`src/verilog/doc_cfg.svh`:
```
`ifndef DOC_CFG_SVH
`define DOC_CFG_SVH
// Timing
`define DOC_CLK_HZ          200000000
`define DOC_TICK_MS_HZ      1000
`define DOC_TICK_CYCLES     (`DOC_CLK_HZ / `DOC_TICK_MS_HZ)
`define DOC_DELAY_MAX_MS    16'd60000
`define DOC_HOLD_MAX_MS     16'd9999
// Reset values
`define DOC_DELAY_RST       16'h0000
`define DOC_HOLD_RST        16'h0000
`define DOC_LEVEL_RST       1'b1
`define DOC_FALLBACK_RST    1'b0
`define DOC_OUT_RST         1'b0
// Assignment codes
`define DOC_ASG_NONE        4'h0
`define DOC_ASG_FAULT       4'h1
`define DOC_ASG_MAINS       4'h2
`define DOC_ASG_DCCHG       4'h3
`define DOC_ASG_BRAKE       4'h4
`define DOC_ASG_OUTCON      4'h5
`define DOC_ASG_GENERIC     4'h6
`define DOC_ASG_COMM        4'h7
`endif

```
`src/verilog/doc_pkg.sv`:
```
package doc_pkg;
  typedef struct packed {
    logic [15:0] delay_ms;
    logic [15:0] hold_ms;
    logic        level_pos;
    logic        fallback;
  } doc_cfg_type;

  typedef enum logic [1:0] {
    DOC_IDLE  = 2'b00,
    DOC_DELAY = 2'b01,
    DOC_HOLD  = 2'b10
  } doc_state_type;
endpackage

```
`src/verilog/doc_output.sv`:
```
`timescale 1ns/10ps
`default_nettype none
`include "doc_cfg.svh"
// Overview of operation
// - Event rising waits activation delay, 1 ms steps, up to 60000 ms.
// - Event falling waits holding delay, 1 ms steps, up to 9999 ms.
// - Five protected assignments force both delays to zero, ignoring writes.
// - Active level selects output value for a true event; default one.
// - Protected assignments force positive polarity.
// - Enabled comm-controlled output is not disabled by fault state.
// - Fallback off: unassigned command-driven output holds value on error.
// - Fallback off: fieldbus output stays active through fault state.
// - Fallback on: output follows command bit, disabled on error.
// - Delays and active level keep applying during errors.
// - Small units: shared input function assigned stops output use.
// - Large units: pulse train function assigned with output select switch set stops output use.
// - Fallback forced off when shared input, pulse train or output assigned.
// - Large units with pulse train and output select switch: error selects minimum pulse frequency.
module doc_output #(
  parameter int TICK_CYCLES = `DOC_TICK_CYCLES,
  parameter bit LARGE_UNIT  = 1'b0
) (
  // Clock and reset
  input  wire logic              i_clk_sys,
  input  wire logic              i_reset_n,
  input  wire logic              i_clk_en,
  // Configuration
  input  wire logic [3:0]        i_assignment,
  input  wire doc_pkg::doc_cfg_type i_cfg,
  input  wire logic              i_cfg_write,
  input  wire logic              i_shared_input_assigned,
  input  wire logic              i_pulse_train_assigned,
  input  wire logic              i_output_select_switch,
  // Sources
  input  wire logic              i_event,
  input  wire logic              i_comm_command_bit,
  input  wire logic              i_error,
  // Outputs
  output logic                   o_digital_output_n,
  output logic                   o_pin_is_output,
  output logic                   o_pulse_min_freq,
  output doc_pkg::doc_cfg_type   o_cfg_eff
);

  function automatic logic is_protected(input logic [3:0] asg);
    is_protected = (asg == `DOC_ASG_FAULT) || (asg == `DOC_ASG_MAINS) ||
                   (asg == `DOC_ASG_DCCHG) || (asg == `DOC_ASG_BRAKE) ||
                   (asg == `DOC_ASG_OUTCON);
  endfunction

  //////////////////////////////////////////////////////////////////////////
  // Configuration store
  doc_pkg::doc_cfg_type cfg;
  doc_pkg::doc_cfg_type next_cfg;
  logic                 prot;
  logic                 pin_taken;
  logic                 any_assigned;
  always_comb begin
    prot = is_protected(i_assignment);
    pin_taken = (!LARGE_UNIT && i_shared_input_assigned) ||
                (LARGE_UNIT && i_pulse_train_assigned &&
                 i_output_select_switch);
    any_assigned = i_shared_input_assigned || i_pulse_train_assigned ||
                   (i_assignment != `DOC_ASG_NONE);
    next_cfg = cfg;
    if (i_cfg_write) begin
      next_cfg = i_cfg;
      if (next_cfg.delay_ms > `DOC_DELAY_MAX_MS) begin
        next_cfg.delay_ms = `DOC_DELAY_MAX_MS;
      end
      if (next_cfg.hold_ms > `DOC_HOLD_MAX_MS) begin
        next_cfg.hold_ms = `DOC_HOLD_MAX_MS;
      end
    end
    if (prot) begin
      next_cfg.delay_ms = `DOC_DELAY_RST;
      next_cfg.hold_ms  = `DOC_HOLD_RST;
      next_cfg.level_pos = 1'b1;
    end
    if (any_assigned) begin
      next_cfg.fallback = 1'b0;
    end
  end
  always_ff @(posedge i_clk_sys or negedge i_reset_n) begin
    if (!i_reset_n) begin
      cfg <= '{`DOC_DELAY_RST, `DOC_HOLD_RST, `DOC_LEVEL_RST,
               `DOC_FALLBACK_RST};
    end else if (i_clk_en) begin
      cfg <= next_cfg;
    end
  end

  //////////////////////////////////////////////////////////////////////////
  // Millisecond tick
  logic [31:0] tick_cnt;
  logic [31:0] next_tick_cnt;
  logic        tick;
  always_comb begin
    tick = (tick_cnt == 32'(TICK_CYCLES - 1));
    next_tick_cnt = tick ? 32'h0 : tick_cnt + 32'h1;
  end
  always_ff @(posedge i_clk_sys or negedge i_reset_n) begin
    if (!i_reset_n) begin
      tick_cnt <= 32'h0;
    end else if (i_clk_en) begin
      tick_cnt <= next_tick_cnt;
    end
  end

  //////////////////////////////////////////////////////////////////////////
  // Source selection
  logic src;
  logic held;
  logic next_held;
  always_comb begin
    next_held = held;
    if (i_assignment == `DOC_ASG_NONE || i_assignment == `DOC_ASG_COMM) begin
      if (cfg.fallback && i_error) begin
        next_held = 1'b0;
      end else if (!i_error) begin
        next_held = i_comm_command_bit;
      end
      src = next_held;
    end else begin
      src = i_event;
      next_held = i_event;
    end
  end
  always_ff @(posedge i_clk_sys or negedge i_reset_n) begin
    if (!i_reset_n) begin
      held <= 1'b0;
    end else if (i_clk_en) begin
      held <= next_held;
    end
  end

  //////////////////////////////////////////////////////////////////////////
  // Delay machine; error does not bypass it
  doc_pkg::doc_state_type state;
  doc_pkg::doc_state_type next_state;
  logic [15:0]            ms_cnt;
  logic [15:0]            next_ms_cnt;
  logic                   evt_state;
  logic                   next_evt_state;
  always_comb begin
    next_state = state;
    next_ms_cnt = ms_cnt;
    next_evt_state = evt_state;
    unique case (state)
      doc_pkg::DOC_IDLE: begin
        next_ms_cnt = 16'h0;
        if (src && !evt_state) begin
          if (cfg.delay_ms == 16'h0) begin
            next_evt_state = 1'b1;
          end else begin
            next_state = doc_pkg::DOC_DELAY;
          end
        end else if (!src && evt_state) begin
          if (cfg.hold_ms == 16'h0) begin
            next_evt_state = 1'b0;
          end else begin
            next_state = doc_pkg::DOC_HOLD;
          end
        end
      end
      doc_pkg::DOC_DELAY: begin
        if (!src) begin
          next_state = doc_pkg::DOC_IDLE;
        end else if (tick) begin
          if (ms_cnt + 16'h1 >= cfg.delay_ms) begin
            next_evt_state = 1'b1;
            next_state = doc_pkg::DOC_IDLE;
          end else begin
            next_ms_cnt = ms_cnt + 16'h1;
          end
        end
      end
      doc_pkg::DOC_HOLD: begin
        if (src) begin
          next_state = doc_pkg::DOC_IDLE;
        end else if (tick) begin
          if (ms_cnt + 16'h1 >= cfg.hold_ms) begin
            next_evt_state = 1'b0;
            next_state = doc_pkg::DOC_IDLE;
          end else begin
            next_ms_cnt = ms_cnt + 16'h1;
          end
        end
      end
      default: begin
        next_state = doc_pkg::DOC_IDLE;
      end
    endcase
  end
  always_ff @(posedge i_clk_sys or negedge i_reset_n) begin
    if (!i_reset_n) begin
      state <= doc_pkg::DOC_IDLE;
      ms_cnt <= 16'h0;
      evt_state <= 1'b0;
    end else if (i_clk_en) begin
      state <= next_state;
      ms_cnt <= next_ms_cnt;
      evt_state <= next_evt_state;
    end
  end

  //////////////////////////////////////////////////////////////////////////
  // Output stage
  logic next_out;
  logic next_min_freq;
  always_comb begin
    next_out = pin_taken ? `DOC_OUT_RST : (evt_state == cfg.level_pos);
    next_min_freq = LARGE_UNIT && i_output_select_switch &&
                    i_pulse_train_assigned && i_error;
  end
  always_ff @(posedge i_clk_sys or negedge i_reset_n) begin
    if (!i_reset_n) begin
      o_digital_output_n <= `DOC_OUT_RST;
      o_pulse_min_freq   <= 1'b0;
      o_pin_is_output    <= 1'b1;
    end else if (i_clk_en) begin
      o_digital_output_n <= next_out;
      o_pulse_min_freq   <= next_min_freq;
      o_pin_is_output    <= !pin_taken;
    end
  end
  assign o_cfg_eff = cfg;
endmodule
`default_nettype wire

```
`config.mk`:
```
export PLATFORM = sky130hd
export DESIGN_NAME = doc_output
export DESIGN_NICKNAME = d
export VERILOG_FILES = /design/src/verilog/doc_pkg.sv /design/src/verilog/doc_output.sv
export VERILOG_INCLUDE_DIRS = /design/src /design/src/verilog
export SDC_FILE = /design/constraint.sdc
export NUM_CORES = 1
export LEC_CHECK = 0
export BUFFER_PORTS_ARGS = -buffer_cell sky130_fd_sc_hd__buf_2
export CAP_MARGIN = 15
export CORE_ASPECT_RATIO = 0.7
export CORE_MARGIN = 2
export CORE_UTILIZATION = 63
export CTS_BUF_LIST = sky130_fd_sc_hd__clkbuf_4 sky130_fd_sc_hd__clkbuf_8
export DETAILED_ROUTE_END_ITERATION = 6
export PLACE_DENSITY = 0.88
export SLEW_MARGIN = 20
export SYNTH_ARGS = -nofsm -noshare
export SYNTH_HDL_FRONTEND = slang
export SYNTH_SLANG_ARGS = --single-unit
```
`constraint.sdc`:
```
create_clock -name i_clk_sys -period 6.86 [get_ports i_clk_sys]
set_input_delay 0.686 -clock i_clk_sys [delete_from_list [all_inputs] [get_ports i_clk_sys]]
set_output_delay 0.686 -clock i_clk_sys [all_outputs]
set_load 0.005 [all_outputs]
```
Word-level counts from Yosys, hierarchy flattened
Index checks and enable logic that the tools add are counted.

storage, ports and cells
  bits in registers = 88
  bits of input ports = 48
  output and inout port bits = 37
  logic and storage cells = 109

operators by class
  $add $sub $neg = 2
  order comparisons = 4
  equality and inequality tests = 27
  muxes and demuxes = 39
  reduce and logical (&&, ||, !) cells = 26

operators with widths
  cell                   number
  $mux 16                8
  $pmux 16 s3            1
  $mux 34                1
  $mux 33                1
  $add 32x1->32 const B  1
  $eq 32x18->1 const B   1
  $ge 16x16->1           2
  $logic_not 16->1       2
  $mux 32                1
  $ne 3x3->1 const B     9
  $mux 2                 10
  $add 16x1->16 const B  1
  $gt 16x14->1 const B   1
  $gt 16x16->1 const B   1
  $ne 2x2->1 const B     8
  $reduce_and 8->1       2
  $mux 1                 15
  $eq 4x3->1 const B     3
  $reduce_and 11->1      1
  $eq 4x2->1 const B     2
  $logic_or 1x1->1       7
  $pmux 2 s3             1
  $eq 4x1->1 const B     1
  $logic_not 4->1        1
  other kinds (11)       17

Depth between registers and ports, before layout
Gate-level depths: netlist of the first run.

  depth in word-level cells = 8
  depth in mapped cells = 16
  depth with buffers taken out = 14

Least setup slack after synthesis of the first run
OpenSTA, ideal clock, no wires.

  kind = flip-flop to flip-flop
  start = reg ms_cnt[0]
  end = reg ms_cnt[13]
  library setup time = 126 ps
  arrival = 3379 ps
  data required time = 6734 ps
  setup slack = 3355 ps
  cell stages (with the launch flop) = 16
  buffers on the path = 1
  period minus slack after synthesis = 3505 ps
  cell sequence = dfrtp_1 ha_1 and3_1 nand4_1 nor3_1 nand3_1 xnor2_1 ha_1 and4_1 o211ai_1 or4_1 nand3_1 a22oi_1 and2_4 buf_8 a311o_1

between the ends
  longest elaborated chain between the ends = 5
  elaborated cells on any way between the ends = 13
  those cells by class = add/sub: 1; order compare: 2; eq/ne: 2; mux: 7; reduce/logical: 1

ends and longest elaborated chain
  element                                                               RTL line           text
  start: declaration                                                    doc_output.sv:141  logic [15:0] ms_cnt;
  start signal: assignment                                              doc_output.sv:202  ms_cnt <= next_ms_cnt;
  $add 16x1->16 *                                                       n/a
  parallel branches: the longest is 4 deep, another holds $ge 16x16->1  n/a

Mark *: on every way between the ends. The select of a mux whose other input is x is not followed.
A chain may end at the register's enable or synchronous reset.

Worst setup path in the final report of the first run
Same ends and word-level chain as after synthesis.

==> summary.md, run 1 <==
| Metric | Value |
|---|---|
| Status | `complete, but fails checks` |
| Failing checks | `DRC` |
| Largest net degree at the start of global routing | `89` |
| Critical Path Sink Type | `flip-flop` |
| CP bufs+invs | `0` |
| RSZ-0062 raised after global routing | `false` |
| Fin. max-slew vios | `0` |
| Comb pwr share | `0.307` |
| TritonCTS clock tree | `built` |
| Number of antenna diodes | `0` |
| Netlist Area Pre-Place | `0.00523 mm2` |
| Maximum root-to-sink buffer count | `2` |
| Core area | `0.00797 mm2` |
| CP required | `7.12 ns` |
| Detailed Place HPWL | `10000 um` |
| Nets | `724` |
| Actual slew at the worst max-slew pin | `0.930 ns` |
| Setup Fix Bufs, Post-CTS | `0` |
| Power per Cell Area | `241 mW/mm2` |
| CP max stage delay | `0.51 ns` |
| Die ar. | `0.00906 mm2` |
| Worst Hold Class | `in2async` |
| Synth Register Bits | `88` |
| Post-route ant nets | `0` |
| H-tree depth | `3` |
| PostCTS Resize Cnt | `0` |
| Post-Syn Nets | `641` |
| Synthesis-to-finish area growth | `12.7%` |
| Psw | `515 uW` |
| Hold_buf cts | `0` |
| LEAKAGE | `0.00287 uW` |
| Synth warn | `0` |
| Worst Clk Skew | `0.0153 ns` |
| Total congestion overflow | `0` |
| Final hold vios | `0` |
| VDD IR max | `0.106 mV` |
| Initial DRT Pass Iterations | `6` |
| Distinct cells, synth | `55` |
| Setup TNS | `0 ns` |
| Fin crit period | `4.14 ns` |
| Initial antenna violation count | `0` |
| PortBufs | `82` |
| Gpl congestion | `0.892` |
| CTS root buffer | `clkbuf_8` |
| Post-synth EDFFs | `0` |
| DR iter-0 viols | `357` |
| WP data arrival | `4.40 ns` |
| Clk_lat worst skew | `0.37 ns` |
| First-pass GRT wire length | `21800 um` |
| Wire per inst | `17.8 um` |
| Most frequent cells in the layout | `dfrtp_1, buf_2, nand2_1` |
| Clock sink count | `88` |
| GRT Total Usage | `0.308` |
| Starting density of the core | `0.656` |
| Syn Area/Cell | `9.44 um2` |
| Internal power | `906 uW` |
| CP max FO | `16` |
| Ys flop type | `dfrtp_1` |
| Num CTS Buffers | `9` |
| Post-synthesis sequential area ratio | `0.422` |
| Slew HR | `0.378` |
| Clk pwr share | `0.237` |
| Num rows | `27` |
| Vias/cell | `6.15` |
| Die Y | `80.2 um` |
| Switch share | `0.363` |
| Maxcap violations | `0` |
| Sequential share of power | `0.456` |
| Die X | `113 um` |
| Commonest non-fill, non-tap cell in the layout | `dfrtp_1` |
| Type of origin of the critical path | `flip-flop` |
| Vias in the first global route | `4423` |
| Gate Count Post-Synth | `554` |
| CP delay by family, top | `simple AND/OR/NAND/NOR gates` |
| # DRC | `4` |
| Final wirelength | `13200 um` |
| Critical-path top delay cell | `or4_1` |
| R2R Setup Slk | `2.72 ns` |
| Layout cells sized above 1 | `0.178` |
| Ys async rst share | `1.00` |
| Tcrit/Tclk final | `0.604` |
| Tot Pwr | `1420 uW` |
| # IOs | `85` |
| Maximum clock frequency | `242 MHz` |
| Crit-path cells | `ha_1, and3_1, nand4_1, nor3_1, nand3_1, xnor2_1, ha_1, and4_1, o211ai_1, or4_1, nand3_1, a22oi_1, and2_4, a311o_1` |
| Crit Path Class | `reg2reg` |
| Vias | `4573` |
| Clock transition at path regs | `0.09 ns` |
| Final setup vio count | `0` |
[worst reg2reg max path, stage by stage (launching register included)]
cell and delay (ns):
dfrtp_1 0.49, ha_1 0.22, and3_1 0.21, nand4_1 0.15, nor3_1 0.33, nand3_1 0.14, xnor2_1 0.38, ha_1 0.21
and4_1 0.23, o211ai_1 0.10, or4_1 0.51, nand3_1 0.22, a22oi_1 0.19, and2_4 0.27, a311o_1 0.38
[routing by layer]
| layer | wire length (um) | up-vias | GRT usage |
|---|---|---|---|
| li1 | - | 2111 | - |
| met4 | 281 | 0 | 0.105 |
| met5 | 0 | - | 0 |
| met1 | 6040 | 2208 | 0.447 |
| met3 | 1120 | 29 | 0.0581 |
| met2 | 5790 | 225 | 0.469 |
[registers in the layout (all words and copies together) (netlist names)]
signal	count
o_digital_output_n	1
evt_state	1
o_pin_is_output	1
o_cfg_eff	34
tick_cnt	32
ms_cnt	16
state	2
held	1
[synth_stat cells (all sizes together), types with 2 or more instances]
| library cell | count | area, um2 |
|---|---|---|
| dfrtp | 86 | 2150 |
| nand2 | 68 | 255 |
| inv | 55 | 206 |
| ha | 39 | 488 |
| nand3 | 32 | 160 |
| nor2 | 31 | 116 |
| xnor2 | 29 | 254 |
| o21ai | 27 | 135 |
| a21oi | 19 | 95.1 |
| a22o | 17 | 149 |
| mux2i | 15 | 150 |
| nand4 | 15 | 93.8 |
| xor2 | 15 | 131 |
| nor4 | 14 | 113 |
| nor3 | 9 | 56.3 |
| and3 | 8 | 50.1 |
| clkbuf | 8 | 30.0 |
| and2 | 7 | 46.3 |
| and4 | 7 | 61.3 |
| nand2b | 5 | 31.3 |
| or4 | 4 | 30.0 |
| a21boi | 3 | 22.5 |
| a311o | 3 | 30.0 |
| buf | 3 | 42.5 |
| mux2 | 3 | 33.8 |
| o211ai | 3 | 22.5 |
| o22ai | 3 | 18.8 |
| a2111oi | 2 | 17.5 |
| dfstp | 2 | 52.6 |
| nor2b | 2 | 12.5 |
| nor4b | 2 | 23.8 |
| o21a | 2 | 15.0 |
| or3 | 2 | 12.5 |
[cell families after synthesis]
family / share of synthesized area
adder cells (fa/ha/maj): 0.0933
buffers and inverters: 0.0534
other: 0.000717
AO/OA/AOI/OAI: 0.114
XOR/XNOR: 0.0737
AND/OR/NAND/NOR: 0.208
multiplexers: 0.0352
flip-flops: 0.422
[area by class of cell]
class,count,area (um2)
fill,572,2080
tap,101,126
inverter,55,206
multi-input combinational,400,2750
clock buffer,10,138
clock inverter,6,42.5
sequential,88,2200
timing repair buffer,83,424
[stage by stage]
stage / setup WS, ns / utilization / hold WS, ns / area [um2] / cells
floorplan: 3.35 / - / 0.390 / 5230 / 554
global placement: 2.92 / 0.716 / 0.458 / 5710 / 727
detailed placement: 2.78 / 0.716 / 0.479 / 5710 / 727
CTS: 2.76 / 0.738 / 0.492 / 5890 / 743
global route: 2.38 / 0.739 / 0.433 / 5890 / 743
finish: 2.72 / 0.739 / 0.348 / 5890 / 743
[power groups by stage]
stage / sequential (uW) / combinational [uW] / clock, uW
floorplan: 637 / 314 / 0
global placement: 650 / 400 / 0
detailed placement: 656 / 427 / 0
CTS: 646 / 430 / 338
global route: 655 / 483 / 359
finish: 648 / 436 / 336
[worst paths after layout]
| path | startpoint | endpoint | depth (start not counted) |
|---|---|---|---|
| worst max register to register | ms_cnt[0]$_DFFE_PN0P_ | ms_cnt[13]$_DFFE_PN0P_ | 14 |
| max in group asynchronous | i_reset_n | o_cfg_eff[6]$_DFFE_PN0P_ | 1 |
| min in group i_clk_sys | o_pin_is_output$_DFFE_PN1P_ | o_pin_is_output$_DFFE_PN1P_ | 2 |
| worst min-delay path | i_reset_n | tick_cnt[5]$_DFFE_PN0P_ | 1 |
| worst max-delay path | ms_cnt[0]$_DFFE_PN0P_ | ms_cnt[13]$_DFFE_PN0P_ | 14 |
| worst min register to register | o_pin_is_output$_DFFE_PN1P_ | o_pin_is_output$_DFFE_PN1P_ | 2 |
Note: power is estimated with default switching activity, not from simulation.
==> run 2, diff against run 1 <==
- CORE_UTILIZATION: 63 -> 59
- PLACE_DENSITY: 0.88 -> 0.83
- clock period: 6.86 -> 4.19 ns (I/O delays scaled with it)
==> run 2 against run 1 <==
The flow now finishes without violations. Clock skew hardly changed. Final cell count up 2.4%. Sequential power rose by 64%. Global-route usage down 1.6 points. Register-to-register slack lost 2.5 ns. First-iteration DRC count increased by 24%. Sequential share of layout area shrank 0.25 points. Critical path depth did not move. Critical path type unchanged. Largest power group unchanged.
==> summary.md, run 2 (synthesis results as in run 1) <==
| Metric | Value |
|---|---|
| Vias | `4486` |
| CTS root buffer | `clkbuf_8` |
| Number of antenna diodes | `0` |
| Gpl congestion | `0.921` |
| Final setup vio count | `0` |
| Largest net degree at the start of global routing | `89` |
| Clk_lat worst skew | `0.38 ns` |
| Critical Path Sink Type | `flip-flop` |
| Most frequent cells in the layout | `dfrtp_1, buf_2, nand2_1` |
| Fin. max-slew vios | `0` |
| Synthesis-to-finish area growth | `13.4%` |
| Dpl ws | `0.114 ns` |
| Detailed Place HPWL | `9980 um` |
| Vias in the first global route | `4303` |
| CP bufs+invs | `0` |
| Final hold vios | `0` |
| Num CTS Buffers | `9` |
| DR iter-0 viols | `443` |
| Die X | `117 um` |
| TritonCTS clock tree | `built` |
| CP required | `4.44 ns` |
| VDD IR max | `0.204 mV` |
| Initial antenna violation count | `0` |
| # DRC | `0` |
| Crit-path cells | `ha_1, and3_1, nand4_1, nor3_2, nand3_1, xnor2_1, ha_1, and4_1, o211ai_1, or4_1, nand3_1, a22oi_2, and2_4, a311o_1` |
| H-tree depth | `3` |
| Worst Hold Class | `in2async` |
| Die Y | `82.8 um` |
| Initial DRT Pass Iterations | `5` |
| Wire per inst | `17.2 um` |
| Clock transition at path regs | `0.09 ns` |
| # IOs | `85` |
| Type of origin of the critical path | `flip-flop` |
| RSZ-0062 raised after global routing | `false` |
| Die ar. | `0.00964 mm2` |
| Status | `completed` |
| Critical-path top delay cell | `dfrtp_1` |
| Sequential cell area | `0.00220 mm2` |
| Worst Clk Skew | `0.0149 ns` |
| Layout cells sized above 1 | `0.179` |
| Max FFs per register | `34` |
| Post-route ant nets | `0` |
| Actual slew at the worst max-slew pin | `0.933 ns` |
| WP data arrival | `4.26 ns` |
| Slew HR | `0.376` |
| Final setup margin | `0.185 ns` |
| LEAKAGE | `0.00288 uW` |
| Setup TNS | `0 ns` |
| Total congestion overflow | `0` |
| First-pass GRT wire length | `21100 um` |
| Final wirelength | `13100 um` |
| Fin crit period | `4.01 ns` |
| Commonest non-fill, non-tap cell in the layout | `dfrtp_1` |
| Num rows | `28` |
| Tot Pwr | `2340 uW` |
| Starting density of the core | `0.614` |
| Crit Path Class | `reg2reg` |
| CP max FO | `16` |
| # fillers | `683` |
| Nets | `725` |
| Tcrit/Tclk final | `0.956` |
| GRT Total Usage | `0.292` |
| Power per Cell Area | `394 mW/mm2` |
| CP max stage delay | `0.51 ns` |
| Maximum root-to-sink buffer count | `2` |
| Core area | `0.00851 mm2` |
| Hold_buf cts | `0` |
| Maxcap violations | `0` |
| Multi-input gate area in the final layout | `0.00276 mm2` |
| Maximum clock frequency | `250 MHz` |
| PortBufs | `82` |
| Util after Layout | `0.697` |
| Vias/cell | `5.89` |
| CP delay by family, top | `simple AND/OR/NAND/NOR gates` |
| Clock sink count | `88` |
-- run 2: changes by cell type in the layout (fill, tap and decap cells not counted), sizes merged --
cell / change
clkbuf: +2
clkinvlp: -2
buf: +1
clkinv: -2
-- run 2: what timing repair did --
action	in CTS	in global routing
buffers inserted	0	0
gates resized for setup	0	2
setup endpoints to repair	0	14
-- run 2: layer usage --
layer	routed length, um	track usage	vias to the layer above
met1	6020	0.417	2111
met4	282	0.100	0
met5	0	0	-
li1	-	-	2108
met2	5580	0.430	224
met3	1220	0.0810	43
-- run 2: path summary, 6_finish.rpt --
check                                                  from                           to  slack [ns]  cells after the start
min in group i_clk_sys                             i_cfg[1]     o_cfg_eff[1]$_DFFE_PN1P_        0.27                      3
worst max register to register        ms_cnt[0]$_DFFE_PN0P_        ms_cnt[7]$_DFFE_PN0P_        0.18                     14
worst min-delay path                              i_reset_n     tick_cnt[14]$_DFFE_PN0P_        0.07                      1
worst max-delay path                  ms_cnt[0]$_DFFE_PN0P_        ms_cnt[7]$_DFFE_PN0P_        0.18                     14
max in group asynchronous                         i_reset_n        ms_cnt[3]$_DFFE_PN0P_        3.55                      1
worst min register to register  o_pin_is_output$_DFFE_PN1P_  o_pin_is_output$_DFFE_PN1P_        0.47                      2
-- run 2: metrics by stage --
step | hold slack (ns) | area [um2] | std cells
finish | 0.0720 | 5930 | 761
global placement | 0.456 | 5740 | 747
global route | 0.170 | 5930 | 761
detailed placement | 0.463 | 5740 | 747
floorplan | 0.123 | 5230 | 554
CTS | 0.261 | 5920 | 761
-- run 2: worst register-to-register path: cells and delay by family (launching register included) --
family	cells	cell delay (ns)
compound gates	3	0.64
xor+xnor	1	0.19
fa+ha+maj	2	0.57
flops	1	0.51
simple gates	8	1.97
-- run 2: cell type report --
class,instances,area share
Sequential cell,88,0.372
Inverter,55,0.0348
Timing Repair Buffer,84,0.0728
Clock buffer,12,0.0278
Multi-Input combinational cell,400,0.465
Tap cell,120,0.0253
Clock inverter,2,0.00232
-- run 2: where the power goes --
group | internal [uW] | total [uW] | switching [uW]
clock network | 259 | 550 | 292
logic | 313 | 727 | 414
registers | 943 | 1060 | 117
total | 1510 | 2340 | 823
